`config.mk`:
```
export PLATFORM = sky130hd
export DESIGN_NAME = rx_steer_top
export DESIGN_NICKNAME = d
export VERILOG_FILES = /design/src/logic/rx_steer_pkg.sv /design/src/logic/rx_steer_regs.sv /design/src/logic/rx_steer_top.sv
export SDC_FILE = /design/constraint.sdc
export NUM_CORES = 1
export LEC_CHECK = 0
export BUFFER_PORTS_ARGS = -buffer_cell sky130_fd_sc_hd__buf_2
export CAP_MARGIN = 20
export CORE_UTILIZATION = 48
export DETAILED_ROUTE_END_ITERATION = 6
export GPL_ROUTABILITY_DRIVEN = 1
export PLACE_DENSITY = 0.84
export SYNTH_ARGS = -nofsm -noshare
export SYNTH_HDL_FRONTEND = slang
export SYNTH_SLANG_ARGS = --single-unit
```
`constraint.sdc`:
```
create_clock -name i_sys_clk -period 3.5 [get_ports i_sys_clk]
set_clock_uncertainty 0.15 [all_clocks]
set_input_delay 0.175 -clock i_sys_clk [delete_from_list [all_inputs] [get_ports i_sys_clk]]
set_output_delay 0.175 -clock i_sys_clk [all_outputs]
set_load 0.05 [all_outputs]
```
`src/logic/rx_steer_pkg.sv`:
```
// register map, field layout and reset values for the receive steering block
// assumes a 32-bit word-addressed register bus, byte addresses on the port
package rx_steer_pkg;
  localparam int unsigned addr_width = 4;
  localparam int unsigned data_width = 32;
  localparam int unsigned num_chan = 8;
  localparam int unsigned chan_width = 3;
  localparam logic [addr_width-1:0] group_steer_ctrl_addr = 4'h0;
  localparam logic [addr_width-1:0] ucast_set_addr = 4'h4;
  localparam logic [addr_width-1:0] ucast_clr_addr = 4'h8;
  localparam int unsigned bcast_accept_bit = 13;
  localparam int unsigned bcast_chan_lsb = 8;
  localparam int unsigned mcast_accept_bit = 5;
  localparam int unsigned mcast_chan_lsb = 0;
  localparam logic [data_width-1:0] group_steer_ctrl_mask = 32'h0000_2727;
  localparam logic [data_width-1:0] group_steer_ctrl_reset = 32'h0000_0000;
  localparam logic [num_chan-1:0] ucast_reset = 8'h00;
  localparam logic [data_width-1:0] unmapped_read = 32'h0000_0000;
  typedef enum logic [1:0] {
    frame_none_type,
    frame_ucast_type,
    frame_mcast_type,
    frame_bcast_type
  } frame_class_type;
endpackage : rx_steer_pkg

```
`src/logic/rx_steer_regs.sv`:
```
// register bank: group steering control word and per-channel unicast enables
// assumes writes are pre-decoded one-cycle strobes from the bus slave
`timescale 1ns/100ps
module rx_steer_regs (
  input wire logic i_sys_clk,
  input wire logic i_rst,
  input wire logic i_ctrl_wr,
  input wire logic i_set_wr,
  input wire logic i_clr_wr,
  input wire logic [rx_steer_pkg::data_width-1:0] i_wdata,
  output logic [rx_steer_pkg::data_width-1:0] o_ctrl,
  output logic [rx_steer_pkg::num_chan-1:0] o_ucast_on
);
  import rx_steer_pkg::*;
  logic [data_width-1:0] ctrl_q;
  logic [data_width-1:0] ctrl_d;
  logic [num_chan-1:0] ucast_q;
  logic [num_chan-1:0] ucast_d;
  logic [num_chan-1:0] set_bits;
  logic [num_chan-1:0] clr_bits;

  assign ctrl_d = i_ctrl_wr ? (i_wdata & group_steer_ctrl_mask) : ctrl_q;
  assign set_bits = i_set_wr ? i_wdata[num_chan-1:0] : '0; // [RULE5]
  assign clr_bits = i_clr_wr ? i_wdata[num_chan-1:0] : '0; // [RULE9]
  // set takes priority if both land in one cycle
  assign ucast_d = (ucast_q & ~clr_bits) | set_bits; // [RULE5] [RULE9]

  always_ff @(posedge i_sys_clk) begin
    if (i_rst) begin
      ctrl_q <= group_steer_ctrl_reset;
      ucast_q <= ucast_reset; // [RULE6]
    end else begin
      ctrl_q <= ctrl_d;
      ucast_q <= ucast_d;
    end
  end

  assign o_ctrl = ctrl_q;
  assign o_ucast_on = ucast_q;

  a_set_takes_bit: assert property (@(posedge i_sys_clk) disable iff (i_rst) // [RULE5]
    i_set_wr |=> ((ucast_q & $past(i_wdata[num_chan-1:0])) == $past(i_wdata[num_chan-1:0])))
    else $error("unicast set write did not set bits");
  a_zero_keeps_bit: assert property (@(posedge i_sys_clk) disable iff (i_rst) // [RULE5]
    (i_set_wr && !i_clr_wr) |=> ((ucast_q & $past(ucast_q)) == $past(ucast_q)))
    else $error("unicast set write cleared a bit");
  a_clr_drops_bit: assert property (@(posedge i_sys_clk) disable iff (i_rst) // [RULE9]
    (i_clr_wr && !i_set_wr) |=> ((ucast_q & $past(i_wdata[num_chan-1:0])) == '0))
    else $error("unicast clear write left a bit set");
  a_reset_clears_en: assert property (@(posedge i_sys_clk) // [RULE6]
    i_rst |=> (ucast_q == ucast_reset))
    else $error("unicast enables not cleared by reset");
endmodule : rx_steer_regs

```
`src/logic/rx_steer_top.sv`:
```
// receive steering: broadcast/multicast accept and channel select, unicast gating
// assumes an Avalon-MM master and a classified frame strobe from the address filter
// Function
// RULE1 - broadcast frames are dropped when broadcast accept is 0 and sent to the broadcast channel when 1.
// RULE2 - bits 10 to 8 hold the broadcast channel, values 0 to 7 naming channels 0 to 7.
// RULE3 - bit 5 enables delivery of hash-matched multicast frames, otherwise they are dropped.
// RULE4 - bits 2 to 0 hold the multicast channel, values 0 to 7 naming channels 0 to 7.
// RULE5 - writing 1 to a bit of the unicast set register turns that channel on, 0 leaves it.
// RULE6 - reading the unicast set register gives the enables, which reset to 0.
// RULE7 - bits 31 to 8 of the unicast set register read 0 and ignore writes.
// RULE8 - broadcast accept sits at bit 13 of the group steering control register.
// RULE9 - writing 1 to a bit of the unicast clear register turns that channel off, 0 leaves it.
// RULE10 - a matched unicast frame goes to its channel only while that channel is enabled.
`timescale 1ns/100ps
module rx_steer_top (
  input wire logic i_sys_clk,
  input wire logic i_rst,
  input wire logic [rx_steer_pkg::addr_width-1:0] i_avs_address,
  input wire logic i_avs_read,
  input wire logic i_avs_write,
  input wire logic [rx_steer_pkg::data_width-1:0] i_avs_writedata,
  input wire logic [3:0] i_avs_byteenable,
  output logic [rx_steer_pkg::data_width-1:0] o_avs_readdata,
  output logic o_avs_waitrequest,
  input wire logic i_frame_valid,
  input wire rx_steer_pkg::frame_class_type i_frame_class,
  input wire logic i_frame_hash_hit,
  input wire logic [rx_steer_pkg::chan_width-1:0] i_frame_ucast_chan,
  output logic o_deliver_valid,
  output logic o_discard_valid,
  output logic [rx_steer_pkg::chan_width-1:0] o_deliver_chan
);
  import rx_steer_pkg::*;

  ////////////////////////////////////////////////////////////////////////
  // helpers
  // true when a bus address selects the given register word
  function automatic logic addr_is(
    input logic [addr_width-1:0] addr,
    input logic [addr_width-1:0] reg_addr
  );
    addr_is = (addr == reg_addr);
  endfunction : addr_is

  // three-bit channel number out of a control word
  function automatic logic [chan_width-1:0] chan_field(
    input logic [data_width-1:0] word,
    input int unsigned lsb
  );
    chan_field = word[lsb +: chan_width];
  endfunction : chan_field

  ////////////////////////////////////////////////////////////////////////
  // bus slave: one wait cycle, answer on the second cycle of a request
  logic ack_q;
  logic ack_d;
  logic [data_width-1:0] rdata_q;
  logic [data_width-1:0] rdata_d;
  wire req = i_avs_read | i_avs_write;
  wire full_word = &i_avs_byteenable;
  // a write lands only at the edge that completes the request
  wire wr_go = i_avs_write & ack_q & full_word;
  wire sel_ctrl = addr_is(i_avs_address, group_steer_ctrl_addr);
  wire sel_set = addr_is(i_avs_address, ucast_set_addr);
  wire sel_clr = addr_is(i_avs_address, ucast_clr_addr);
  logic [data_width-1:0] ctrl;
  logic [num_chan-1:0] ucast_on;
  logic [data_width-1:0] read_mux;

  assign ack_d = req & ~ack_q;
  assign read_mux = sel_ctrl ? ctrl :
                    sel_set ? {{(data_width-num_chan){1'b0}}, ucast_on} : // [RULE6] [RULE7]
                    unmapped_read;
  assign rdata_d = (i_avs_read & ~ack_q) ? read_mux : rdata_q;

  always_ff @(posedge i_sys_clk) begin
    if (i_rst) begin
      ack_q <= 1'b0;
      rdata_q <= '0;
    end else begin
      ack_q <= ack_d;
      rdata_q <= rdata_d;
    end
  end

  assign o_avs_waitrequest = req & ~ack_q;
  assign o_avs_readdata = rdata_q;

  // bus checks
  a_bus_one_wait: assert property (@(posedge i_sys_clk) disable iff (i_rst)
    ($rose(req) || (req && $past(ack_q)))
      |-> o_avs_waitrequest ##1 !o_avs_waitrequest)
    else $error("bus answer not after one wait cycle");

  a_bus_idle_nowait: assert property (@(posedge i_sys_clk) disable iff (i_rst)
    !req |-> !o_avs_waitrequest)
    else $error("waitrequest raised with no request");

  a_ack_single: assert property (@(posedge i_sys_clk) disable iff (i_rst)
    ack_q |=> !ack_q)
    else $error("bus answer held for more than one cycle");

  a_bus_write_once: assert property (@(posedge i_sys_clk) disable iff (i_rst)
    wr_go |=> !wr_go)
    else $error("one bus write applied twice");

  a_write_at_done: assert property (@(posedge i_sys_clk) disable iff (i_rst)
    wr_go |-> (i_avs_write && !o_avs_waitrequest))
    else $error("register write before the bus answer");

  a_read_data_holds: assert property (@(posedge i_sys_clk) disable iff (i_rst)
    !(i_avs_read && o_avs_waitrequest)
      |=> $stable(o_avs_readdata))
    else $error("read data changed without a read");

  a_unmapped_read_zero: assert property (@(posedge i_sys_clk) disable iff (i_rst)
    (i_avs_read && o_avs_waitrequest && !sel_ctrl && !sel_set)
      |=> (o_avs_readdata == unmapped_read))
    else $error("unmapped or clear register read not zero");

  a_ctrl_reads_back: assert property (@(posedge i_sys_clk) disable iff (i_rst)
    (i_avs_read && o_avs_waitrequest && sel_ctrl)
      |=> (o_avs_readdata == $past(ctrl)))
    else $error("control register readback wrong");

  a_set_reads_back: assert property (@(posedge i_sys_clk) disable iff (i_rst) // [RULE6] [RULE7]
    (i_avs_read && o_avs_waitrequest && sel_set)
      |=> (o_avs_readdata[data_width-1:num_chan] == '0 && o_avs_readdata[num_chan-1:0] == $past(ucast_on)))
    else $error("unicast set readback wrong");

  a_readdata_reset: assert property (@(posedge i_sys_clk)
    i_rst |=> (o_avs_readdata == '0))
    else $error("read data not cleared by reset");

  ////////////////////////////////////////////////////////////////////////
  // register bank
  rx_steer_regs u_regs (
    .i_sys_clk(i_sys_clk),
    .i_rst(i_rst),
    .i_ctrl_wr(wr_go & sel_ctrl),
    .i_set_wr(wr_go & sel_set), // [RULE7]
    .i_clr_wr(wr_go & sel_clr),
    .i_wdata(i_avs_writedata),
    .o_ctrl(ctrl),
    .o_ucast_on(ucast_on)
  );

  // register checks
  a_ctrl_reset_zero: assert property (@(posedge i_sys_clk)
    i_rst |=> (ctrl == group_steer_ctrl_reset))
    else $error("control register not cleared by reset");

  a_ctrl_reserved_zero: assert property (@(posedge i_sys_clk) disable iff (i_rst)
    (ctrl & ~group_steer_ctrl_mask) == '0)
    else $error("reserved control bits not zero");

  a_bcast_bit_pos: assert property (@(posedge i_sys_clk) disable iff (i_rst) // [RULE8]
    (wr_go && sel_ctrl) |=> (ctrl[13] == $past(i_avs_writedata[13])))
    else $error("broadcast accept bit not stored at bit 13");

  a_bcast_chan_store: assert property (@(posedge i_sys_clk) disable iff (i_rst) // [RULE2]
    (wr_go && sel_ctrl) |=> (ctrl[10:8] == $past(i_avs_writedata[10:8])))
    else $error("broadcast channel not stored at bits 10 to 8");

  a_mcast_bit_store: assert property (@(posedge i_sys_clk) disable iff (i_rst) // [RULE3]
    (wr_go && sel_ctrl) |=> (ctrl[5] == $past(i_avs_writedata[5])))
    else $error("multicast accept bit not stored at bit 5");

  a_mcast_chan_store: assert property (@(posedge i_sys_clk) disable iff (i_rst) // [RULE4]
    (wr_go && sel_ctrl) |=> (ctrl[2:0] == $past(i_avs_writedata[2:0])))
    else $error("multicast channel not stored at bits 2 to 0");

  a_ctrl_holds: assert property (@(posedge i_sys_clk) disable iff (i_rst)
    !(wr_go && sel_ctrl) |=> $stable(ctrl))
    else $error("control register changed without a write");

  a_ucast_holds: assert property (@(posedge i_sys_clk) disable iff (i_rst) // [RULE5] [RULE9]
    !(wr_go && (sel_set || sel_clr)) |=> $stable(ucast_on))
    else $error("unicast enables changed without a write");

  a_set_ors_bits: assert property (@(posedge i_sys_clk) disable iff (i_rst) // [RULE5] [RULE7]
    (wr_go && sel_set)
      |=> (ucast_on == ($past(ucast_on) | $past(i_avs_writedata[num_chan-1:0]))))
    else $error("unicast set write gave wrong enables");

  a_clr_masks_bits: assert property (@(posedge i_sys_clk) disable iff (i_rst) // [RULE9]
    (wr_go && sel_clr)
      |=> (ucast_on == ($past(ucast_on) & ~$past(i_avs_writedata[num_chan-1:0]))))
    else $error("unicast clear write gave wrong enables");

  a_partial_write_ignored: assert property (@(posedge i_sys_clk) disable iff (i_rst)
    (i_avs_write && !full_word) |=> ($stable(ctrl) && $stable(ucast_on)))
    else $error("partial write changed a register");

  ////////////////////////////////////////////////////////////////////////
  // steering decision
  wire bcast_accept_en = ctrl[bcast_accept_bit]; // [RULE8]
  wire [chan_width-1:0] bcast_dest_chan = chan_field(ctrl, bcast_chan_lsb); // [RULE2]
  wire mcast_accept_en = ctrl[mcast_accept_bit]; // [RULE3]
  wire [chan_width-1:0] mcast_dest_chan = chan_field(ctrl, mcast_chan_lsb); // [RULE4]
  logic accept;
  logic [chan_width-1:0] chan_sel;
  logic dvalid_q;
  logic dvalid_d;
  logic discard_q;
  logic discard_d;
  logic [chan_width-1:0] chan_q;
  logic [chan_width-1:0] chan_d;

  always_comb begin
    accept = 1'b0;
    chan_sel = '0;
    unique case (i_frame_class)
      frame_bcast_type: begin
        accept = bcast_accept_en; // [RULE1]
        chan_sel = bcast_dest_chan; // [RULE1] [RULE2]
      end
      frame_mcast_type: begin
        accept = mcast_accept_en & i_frame_hash_hit; // [RULE3]
        chan_sel = mcast_dest_chan; // [RULE4]
      end
      frame_ucast_type: begin
        accept = ucast_on[i_frame_ucast_chan]; // [RULE10]
        chan_sel = i_frame_ucast_chan;
      end
      frame_none_type: begin
        accept = 1'b0;
        chan_sel = '0;
      end
    endcase
  end

  assign dvalid_d = i_frame_valid & accept;
  assign discard_d = i_frame_valid & ~accept;
  assign chan_d = dvalid_d ? chan_sel : chan_q;

  always_ff @(posedge i_sys_clk) begin
    if (i_rst) begin
      dvalid_q <= 1'b0;
      discard_q <= 1'b0;
      chan_q <= '0;
    end else begin
      dvalid_q <= dvalid_d;
      discard_q <= discard_d;
      chan_q <= chan_d;
    end
  end

  assign o_deliver_valid = dvalid_q;
  assign o_discard_valid = discard_q;
  assign o_deliver_chan = chan_q;

  ////////////////////////////////////////////////////////////////////////
  // checks
  a_bcast_drop_off: assert property (@(posedge i_sys_clk) disable iff (i_rst) // [RULE1]
    (i_frame_valid && i_frame_class == frame_bcast_type && !ctrl[bcast_accept_bit])
      |=> (o_discard_valid && !o_deliver_valid))
    else $error("broadcast frame not discarded while disabled");

  a_bcast_to_chan: assert property (@(posedge i_sys_clk) disable iff (i_rst) // [RULE1] [RULE2]
    (i_frame_valid && i_frame_class == frame_bcast_type && ctrl[bcast_accept_bit])
      |=> (o_deliver_valid && o_deliver_chan == $past(ctrl[10:8])))
    else $error("broadcast frame sent to wrong channel");

  a_mcast_gate_hit: assert property (@(posedge i_sys_clk) disable iff (i_rst) // [RULE3]
    (i_frame_valid && i_frame_class == frame_mcast_type)
      |=> (o_deliver_valid == $past(ctrl[5] && i_frame_hash_hit)))
    else $error("multicast accept decision wrong");

  a_mcast_miss_drop: assert property (@(posedge i_sys_clk) disable iff (i_rst) // [RULE3]
    (i_frame_valid && i_frame_class == frame_mcast_type && !i_frame_hash_hit) |=> o_discard_valid)
    else $error("multicast frame without hash hit not discarded");

  a_mcast_to_chan: assert property (@(posedge i_sys_clk) disable iff (i_rst) // [RULE4]
    (i_frame_valid && i_frame_class == frame_mcast_type && ctrl[5] && i_frame_hash_hit)
      |=> (o_deliver_chan == $past(ctrl[2:0])))
    else $error("multicast frame sent to wrong channel");

  a_ucast_gate_en: assert property (@(posedge i_sys_clk) disable iff (i_rst) // [RULE10]
    (i_frame_valid && i_frame_class == frame_ucast_type)
      |=> (o_deliver_valid == $past(ucast_on[i_frame_ucast_chan])))
    else $error("unicast gating wrong");

  a_ucast_off_drop: assert property (@(posedge i_sys_clk) disable iff (i_rst) // [RULE10]
    (i_frame_valid && i_frame_class == frame_ucast_type && !ucast_on[i_frame_ucast_chan])
      |=> (o_discard_valid && !o_deliver_valid))
    else $error("unicast frame on a disabled channel not discarded");

  a_ucast_to_chan: assert property (@(posedge i_sys_clk) disable iff (i_rst) // [RULE10]
    (i_frame_valid && i_frame_class == frame_ucast_type && ucast_on[i_frame_ucast_chan])
      |=> (o_deliver_valid && o_deliver_chan == $past(i_frame_ucast_chan)))
    else $error("unicast frame sent to wrong channel");

  a_one_answer_only: assert property (@(posedge i_sys_clk) disable iff (i_rst)
    i_frame_valid |=> (o_deliver_valid != o_discard_valid))
    else $error("frame not answered by exactly one decision");

  a_no_stray_answer: assert property (@(posedge i_sys_clk) disable iff (i_rst)
    !i_frame_valid |=> (!o_deliver_valid && !o_discard_valid))
    else $error("decision without a frame");

  a_none_class_dropped: assert property (@(posedge i_sys_clk) disable iff (i_rst)
    (i_frame_valid && i_frame_class == frame_none_type) |=> o_discard_valid)
    else $error("unclassified frame not discarded");

  a_chan_holds: assert property (@(posedge i_sys_clk) disable iff (i_rst)
    !dvalid_d |=> $stable(o_deliver_chan))
    else $error("delivery channel changed without a delivery");

  a_frame_outs_reset: assert property (@(posedge i_sys_clk)
    i_rst |=> (!o_deliver_valid && !o_discard_valid && o_deliver_chan == '0))
    else $error("frame decision outputs not cleared by reset");
endmodule : rx_steer_top

```
### After elaboration in Yosys (flattened, before gate mapping)

Index checks and enable logic that the tools add are counted.

* bits of input ports: 51
* logic and storage cells: 40
* output and inout bits: 38
* register bits after elaboration: 54

* eq/ne operators: 5
* magnitude comparators: 1
* reduce and logical (&&, ||, !) cells: 3
* bitwise gates (word level): 16
* muxes and demuxes: 8

Operator list (count)
* $mux 8: 3
* $mux 14: 1
* $pmux 3 s4: 1
* $and 1x1->1: 10
* $and 8x8->8: 1
* $not 8->8: 1
* $or 8x8->8: 1
* $eq 2x2->1 const B: 2
* $eq 4x3->1 const B: 1
* $eq 4x4->1 const B: 1
* $logic_not 4->1: 1
* $lt 3x4->1 const B: 1
* $pmux 1 s4: 1
* $reduce_and 4->1: 1
* $bmux 1 s3: 1
* $eq 2x1->1 const B: 1
* $logic_not 2->1: 1
* $not 1->1: 2
* $mux 1: 1
* $or 1x1->1: 1

### Longest topological paths before layout

* depth in word-level cells: 7
* depth in mapped cells: 5
* depth with buffers taken out: 4

### Hierarchy

From an unflattened synthesis, not the netlist that was laid out.

* cell total of the unflattened synthesis: 287
* area total of the unflattened synthesis: 2541.2 sq um

By module, submodules not included
* rx_steer_top: instances 1, cells an instance 201, area an instance 1732.9 sq um
* rx_steer_regs: instances 1, cells an instance 86, area an instance 808.3 sq um

### Least setup slack after synthesis

No wires, ideal clock.

* kind: input -> register
* from: input i_avs_address[1] in the netlist's numbering
* to: register u_regs.ucast_q[0] (netlist: u_regs.o_ucast_on[0])
* setup slack: 1.931 ns
* stages on the path: 5
* required time: 3.218 ns
* setup time: 0.132 ns
* path buffers: 1
* arrival: 1.287 ns
* path through: or4b_1 -> or3_1 -> buf_6 -> o21ai_2 -> a21oi_1

* word-level cells in the longest chain between the ends: 6
* elaborated cells on any way between the ends: 9
* classes of those cells: 2 x eq/ne; 2 x mux; 5 x bitwise

Ends and longest elaborated chain
* from (decl): line rx_steer_top.sv:18 `input wire logic [rx_steer_pkg::addr_width-1:0] i_avs_address,`
* $eq 4x4->1: line rx_steer_top.sv:42 `addr_is = (addr == reg_addr);`
* $and 1x1->1: line rx_steer_top.sv:142 `.i_clr_wr(wr_go & sel_clr),`
* $mux 8: line rx_steer_regs.sv:24 `assign clr_bits = i_clr_wr ? i_wdata[num_chan-1:0] : '0;`
* $not 8->8: line rx_steer_regs.sv:26 `assign ucast_d = (ucast_q & ~clr_bits) | set_bits;`
* $and 8x8->8: line rx_steer_regs.sv:26
* $or 8x8->8 *: line rx_steer_regs.sv:26
* to (signal assigned): line rx_steer_regs.sv:31 `ucast_q <= ucast_reset;`
* to (signal assigned): line rx_steer_regs.sv:34 `ucast_q <= ucast_d;`
* to (decl): line rx_steer_regs.sv:17 `logic [num_chan-1:0] ucast_q;`

Mark *: on every way between the ends. The rest lies on a longest branch, timed or not.
A chain may end at the register's enable or synchronous reset.

### Final worst setup path

* from: input i_avs_write
* to: register u_regs.ucast_q[6] (netlist: u_regs.o_ucast_on[6])

* word-level cells in the longest chain between the ends: 7
* elaborated cells on any way between the ends: 9
* classes of those cells: 2 x mux; 7 x bitwise

Ends and longest elaborated chain
* from (decl): line rx_steer_top.sv:20 `input wire logic i_avs_write,`
* $and 1x1->1 * (2 in series): line rx_steer_top.sv:62 `wire wr_go = i_avs_write & ack_q & full_word;`
* $and 1x1->1: line rx_steer_top.sv:142
* $mux 8: line rx_steer_regs.sv:24
* $not 8->8: line rx_steer_regs.sv:26
* $and 8x8->8: line rx_steer_regs.sv:26
* $or 8x8->8 *: line rx_steer_regs.sv:26

Marked as above.

==> impl_metrics.yaml <==
status:
  outcome: "completed"
critical_path:
  endpoint_kind: "flip-flop"
  reg2reg_depth: 4
  crit_slowest_cell: "or3_1"
  required_ns: 3.54
  critPathBufInv: 2
  crit_chain: "dlygate4sd3_1 -> buf_2 -> nand4_1 -> or3_1 -> o21ai_2 -> a21oi_1"
  path_class: "primary input to flip-flop"
  critPathArrivalTime_ns: 1.89
  r2r-end: "u_regs.o_ucast_on[6]"
  slowest_delay_ns: 0.59
  cp_max_fo: 8
  worstSetupStartpointType: "primary input"
  r2r-start: "ack_q"
  r2r_slack_ns: 1.76
  cp_top_family: "simple AND/OR/NAND/NOR gates"
clock_network:
  cts_sinks: 34
  root_buffer: "clkbuf_4"
  numCtsBuffers: 5
  clockBufferDepth: 2
  insertion_delay_ns: 0.33
  ctsHtreeMaxLevel: 2
  tritoncts: "yes"
  cts_resized: 0
  holdBufCountCts: 15
  clk_pin_slew_worst_paths_ns: 0.09
  post_cts_buffers: 0
routing:
  vias: 1551
  routedWlPerCell_um: 12.20
  drtIter0Drc: 86
  via_per_inst: 5.085
  drt_pass1_iterations: 4
  ant_nets: 0
  drt_wl_total_um: 3722
  drc_errors: 0
synthesis:
  syn_inst: 200
  synth_compound_area_share_pct: 15.71
  syn_avg_cell_area_um2: 8.640
  synth-simple-area-share_pct: 20.35
  ys_types: 28
  syn-cell-area_um2: 1728
  ys_warn_count: 0
  synth_adder_area_share_pct: 0
  synth_top_family_by_area: "simple AND/OR/NAND/NOR gates"
  ys_seq_area_share_pct: 39.39
  muxShareOfSynthArea_pct: 10.43
  synth_xor_area_share_pct: 0
  synth-seq-cells: 34
cells_and_area:
  final_common_cell: "buf_2"
  drive_gt1_share_pct: 25.10
  antennaDiodeCount: 0
  final_cell_mix: "buf_2, dfxtp_1, a21oi_1"
  syn_to_final_growth_pct: 21.36
  fin_nets: 310
global_routing:
  grt_start_max_net_pins: 38
  grt_use_total_pct: 21.01
  antenna_found_initial: 0
  grt_pass1_vias: 1364
  overflow: 0
  grt_pass1_wl_um: 5878
worst_hold_path:
  hold_class: "primary input to flip-flop"
  hp-start: "i_avs_address[2]"
  whs_endpoint: "o_avs_readdata[9]"
  min_path_cells: 4
power_and_ir_drop:
  cellLeakagePower_nw: 0.9073
  irDropWorstVdd_uv: 202.7
  finalPower_uw: 744.1
  p_per_area_nw_per_um2: 354.8
floorplan:
  rows: 21
  initial_core_util_pct: 50.98
  core-area_um2: 3390
  die_height_um: 62
  design.die.area_um2: 3844
  die_w_um: 62
  ios: 89
place:
  place_worst_setup_slack_ns: 1.573
  hpwl_um: 2582
  place.gp.congestion: 0.7798
  io_buffer_count: 48
timing:
  max_slew_margin_pct: 41.33
  final.setup.tns_ns: 0
  tightestPinTransition_ns: 0.8782
  fin_ws_ns: 1.649
  fin_crit_sh_pct: 52.90
  rsz0062_at_grt: "no"
  setup_violations: 0
  hold-worst-slack_ns: 0.08244
  final_hold_viol_count: 0
  fmax_mhz: 540.1
  slew_viol_final: 0
  timing.final.crit_period_ns: 1.851
run:
  cap_violations: 0
==> cell families after synthesis <==
logic type / count (synthesis)
other: 1
AOI/OAI and AO/OA: 41
muxes: 18
DFF: 34
and+or+nand+nor: 65
buffers and inverters: 41
==> how the worst max path moves through the flow <==
stage | to | slack, ns | from | depth (start not counted)
CTS | u_regs.o_ucast_on[5] | 1.75 | i_avs_write | 6
global route | u_regs.o_ucast_on[7] | 1.61 | i_avs_write | 6
detailed placement | u_regs.o_ucast_on[6] | 1.57 | i_avs_address[1] | 5
floorplan | u_regs.o_ucast_on[0] | 1.93 | i_avs_address[1] | 5
global placement | u_regs.o_ucast_on[4] | 1.60 | i_avs_address[1] | 5
finish | u_regs.o_ucast_on[6] | 1.65 | i_avs_write | 6
==> worst min-delay path, stage by stage <==
cell and delay, ns:
buf_2 0.12, nor4_4 0.08, nand3_1 0.08, a21oi_1 0.06
==> Yosys cell counts <==
cell type | instances | area share, %
o21ai_2 | 8 | 4.1
a211oi_1 | 2 | 0.87
nor4_4 | 1 | 1.2
nand2_1 | 18 | 3.9
nand3b_1 | 1 | 0.43
a211o_1 | 3 | 1.5
nor2_1 | 15 | 3.3
nor3b_2 | 1 | 0.72
nor4b_4 | 1 | 1.4
or4b_1 | 1 | 0.58
a31oi_1 | 2 | 0.72
nor3b_1 | 2 | 0.87
a221oi_1 | 4 | 2.0
or3_1 | 1 | 0.36
clkbuf_1 | 9 | 2.0
a21oi_1 | 21 | 6.1
nor3_1 | 6 | 1.7
nand4_1 | 1 | 0.36
nand3_1 | 9 | 2.6
inv_1 | 10 | 2.2
nand2b_1 | 5 | 1.8
buf_6 | 1 | 0.65
dfxtp_1 | 34 | 39
conb_1 | 1 | 0.22
nor2b_1 | 3 | 1.1
buf_4 | 21 | 9.1
a22oi_1 | 1 | 0.43
mux2i_1 | 18 | 10
==> flip-flops by register name, summed over array words and instances, names as in the netlist <==
signal / cells
ack_q: 1
u_regs.o_ucast_on: 8
o_discard_valid: 1
o_avs_readdata: 12
o_deliver_valid: 1
u_regs.o_ctrl: 8
o_deliver_chan: 3
==> report_power, final <==
part	switching, mW	total [mW]	internal, mW
logic	0.112	0.154	0.0418
registers	0.00272	0.395	0.392
clock network	0.120	0.196	0.0757
==> per-layer routing <==
metal  routed length (µm)  share of wire [%]  global-route usage, %
met5                    0                  0                      0
met2                 1755                 47                  35.56
met1                 1649                 44                  24.40
met4                  106                2.8                  10.16
met3                  211                5.7                  5.797
==> layout make-up <==
type / instances / area [µm²]
repair buffers: 64 / 397.9
well taps: 46 / 57.56
inverters: 10 / 37.54
fillers: 295 / 1292
clock buffers: 7 / 45.04
multi-input cells: 144 / 878.3
flip-flops and latches: 34 / 680.7
==> metrics by stage <==
| stage | cell area (µm²) | utilization (%) | instances |
|---|---|---|---|
| floorplan | 1799 | - | 219 |
| global route | 2097 | 61.87 | 305 |
| CTS | 2097 | 61.87 | 305 |
| global placement | 1902 | 56.11 | 283 |
| finish | 2097 | 61.87 | 305 |
| detailed placement | 1902 | 56.11 | 283 |
Power figures use the tool's default switching activity.
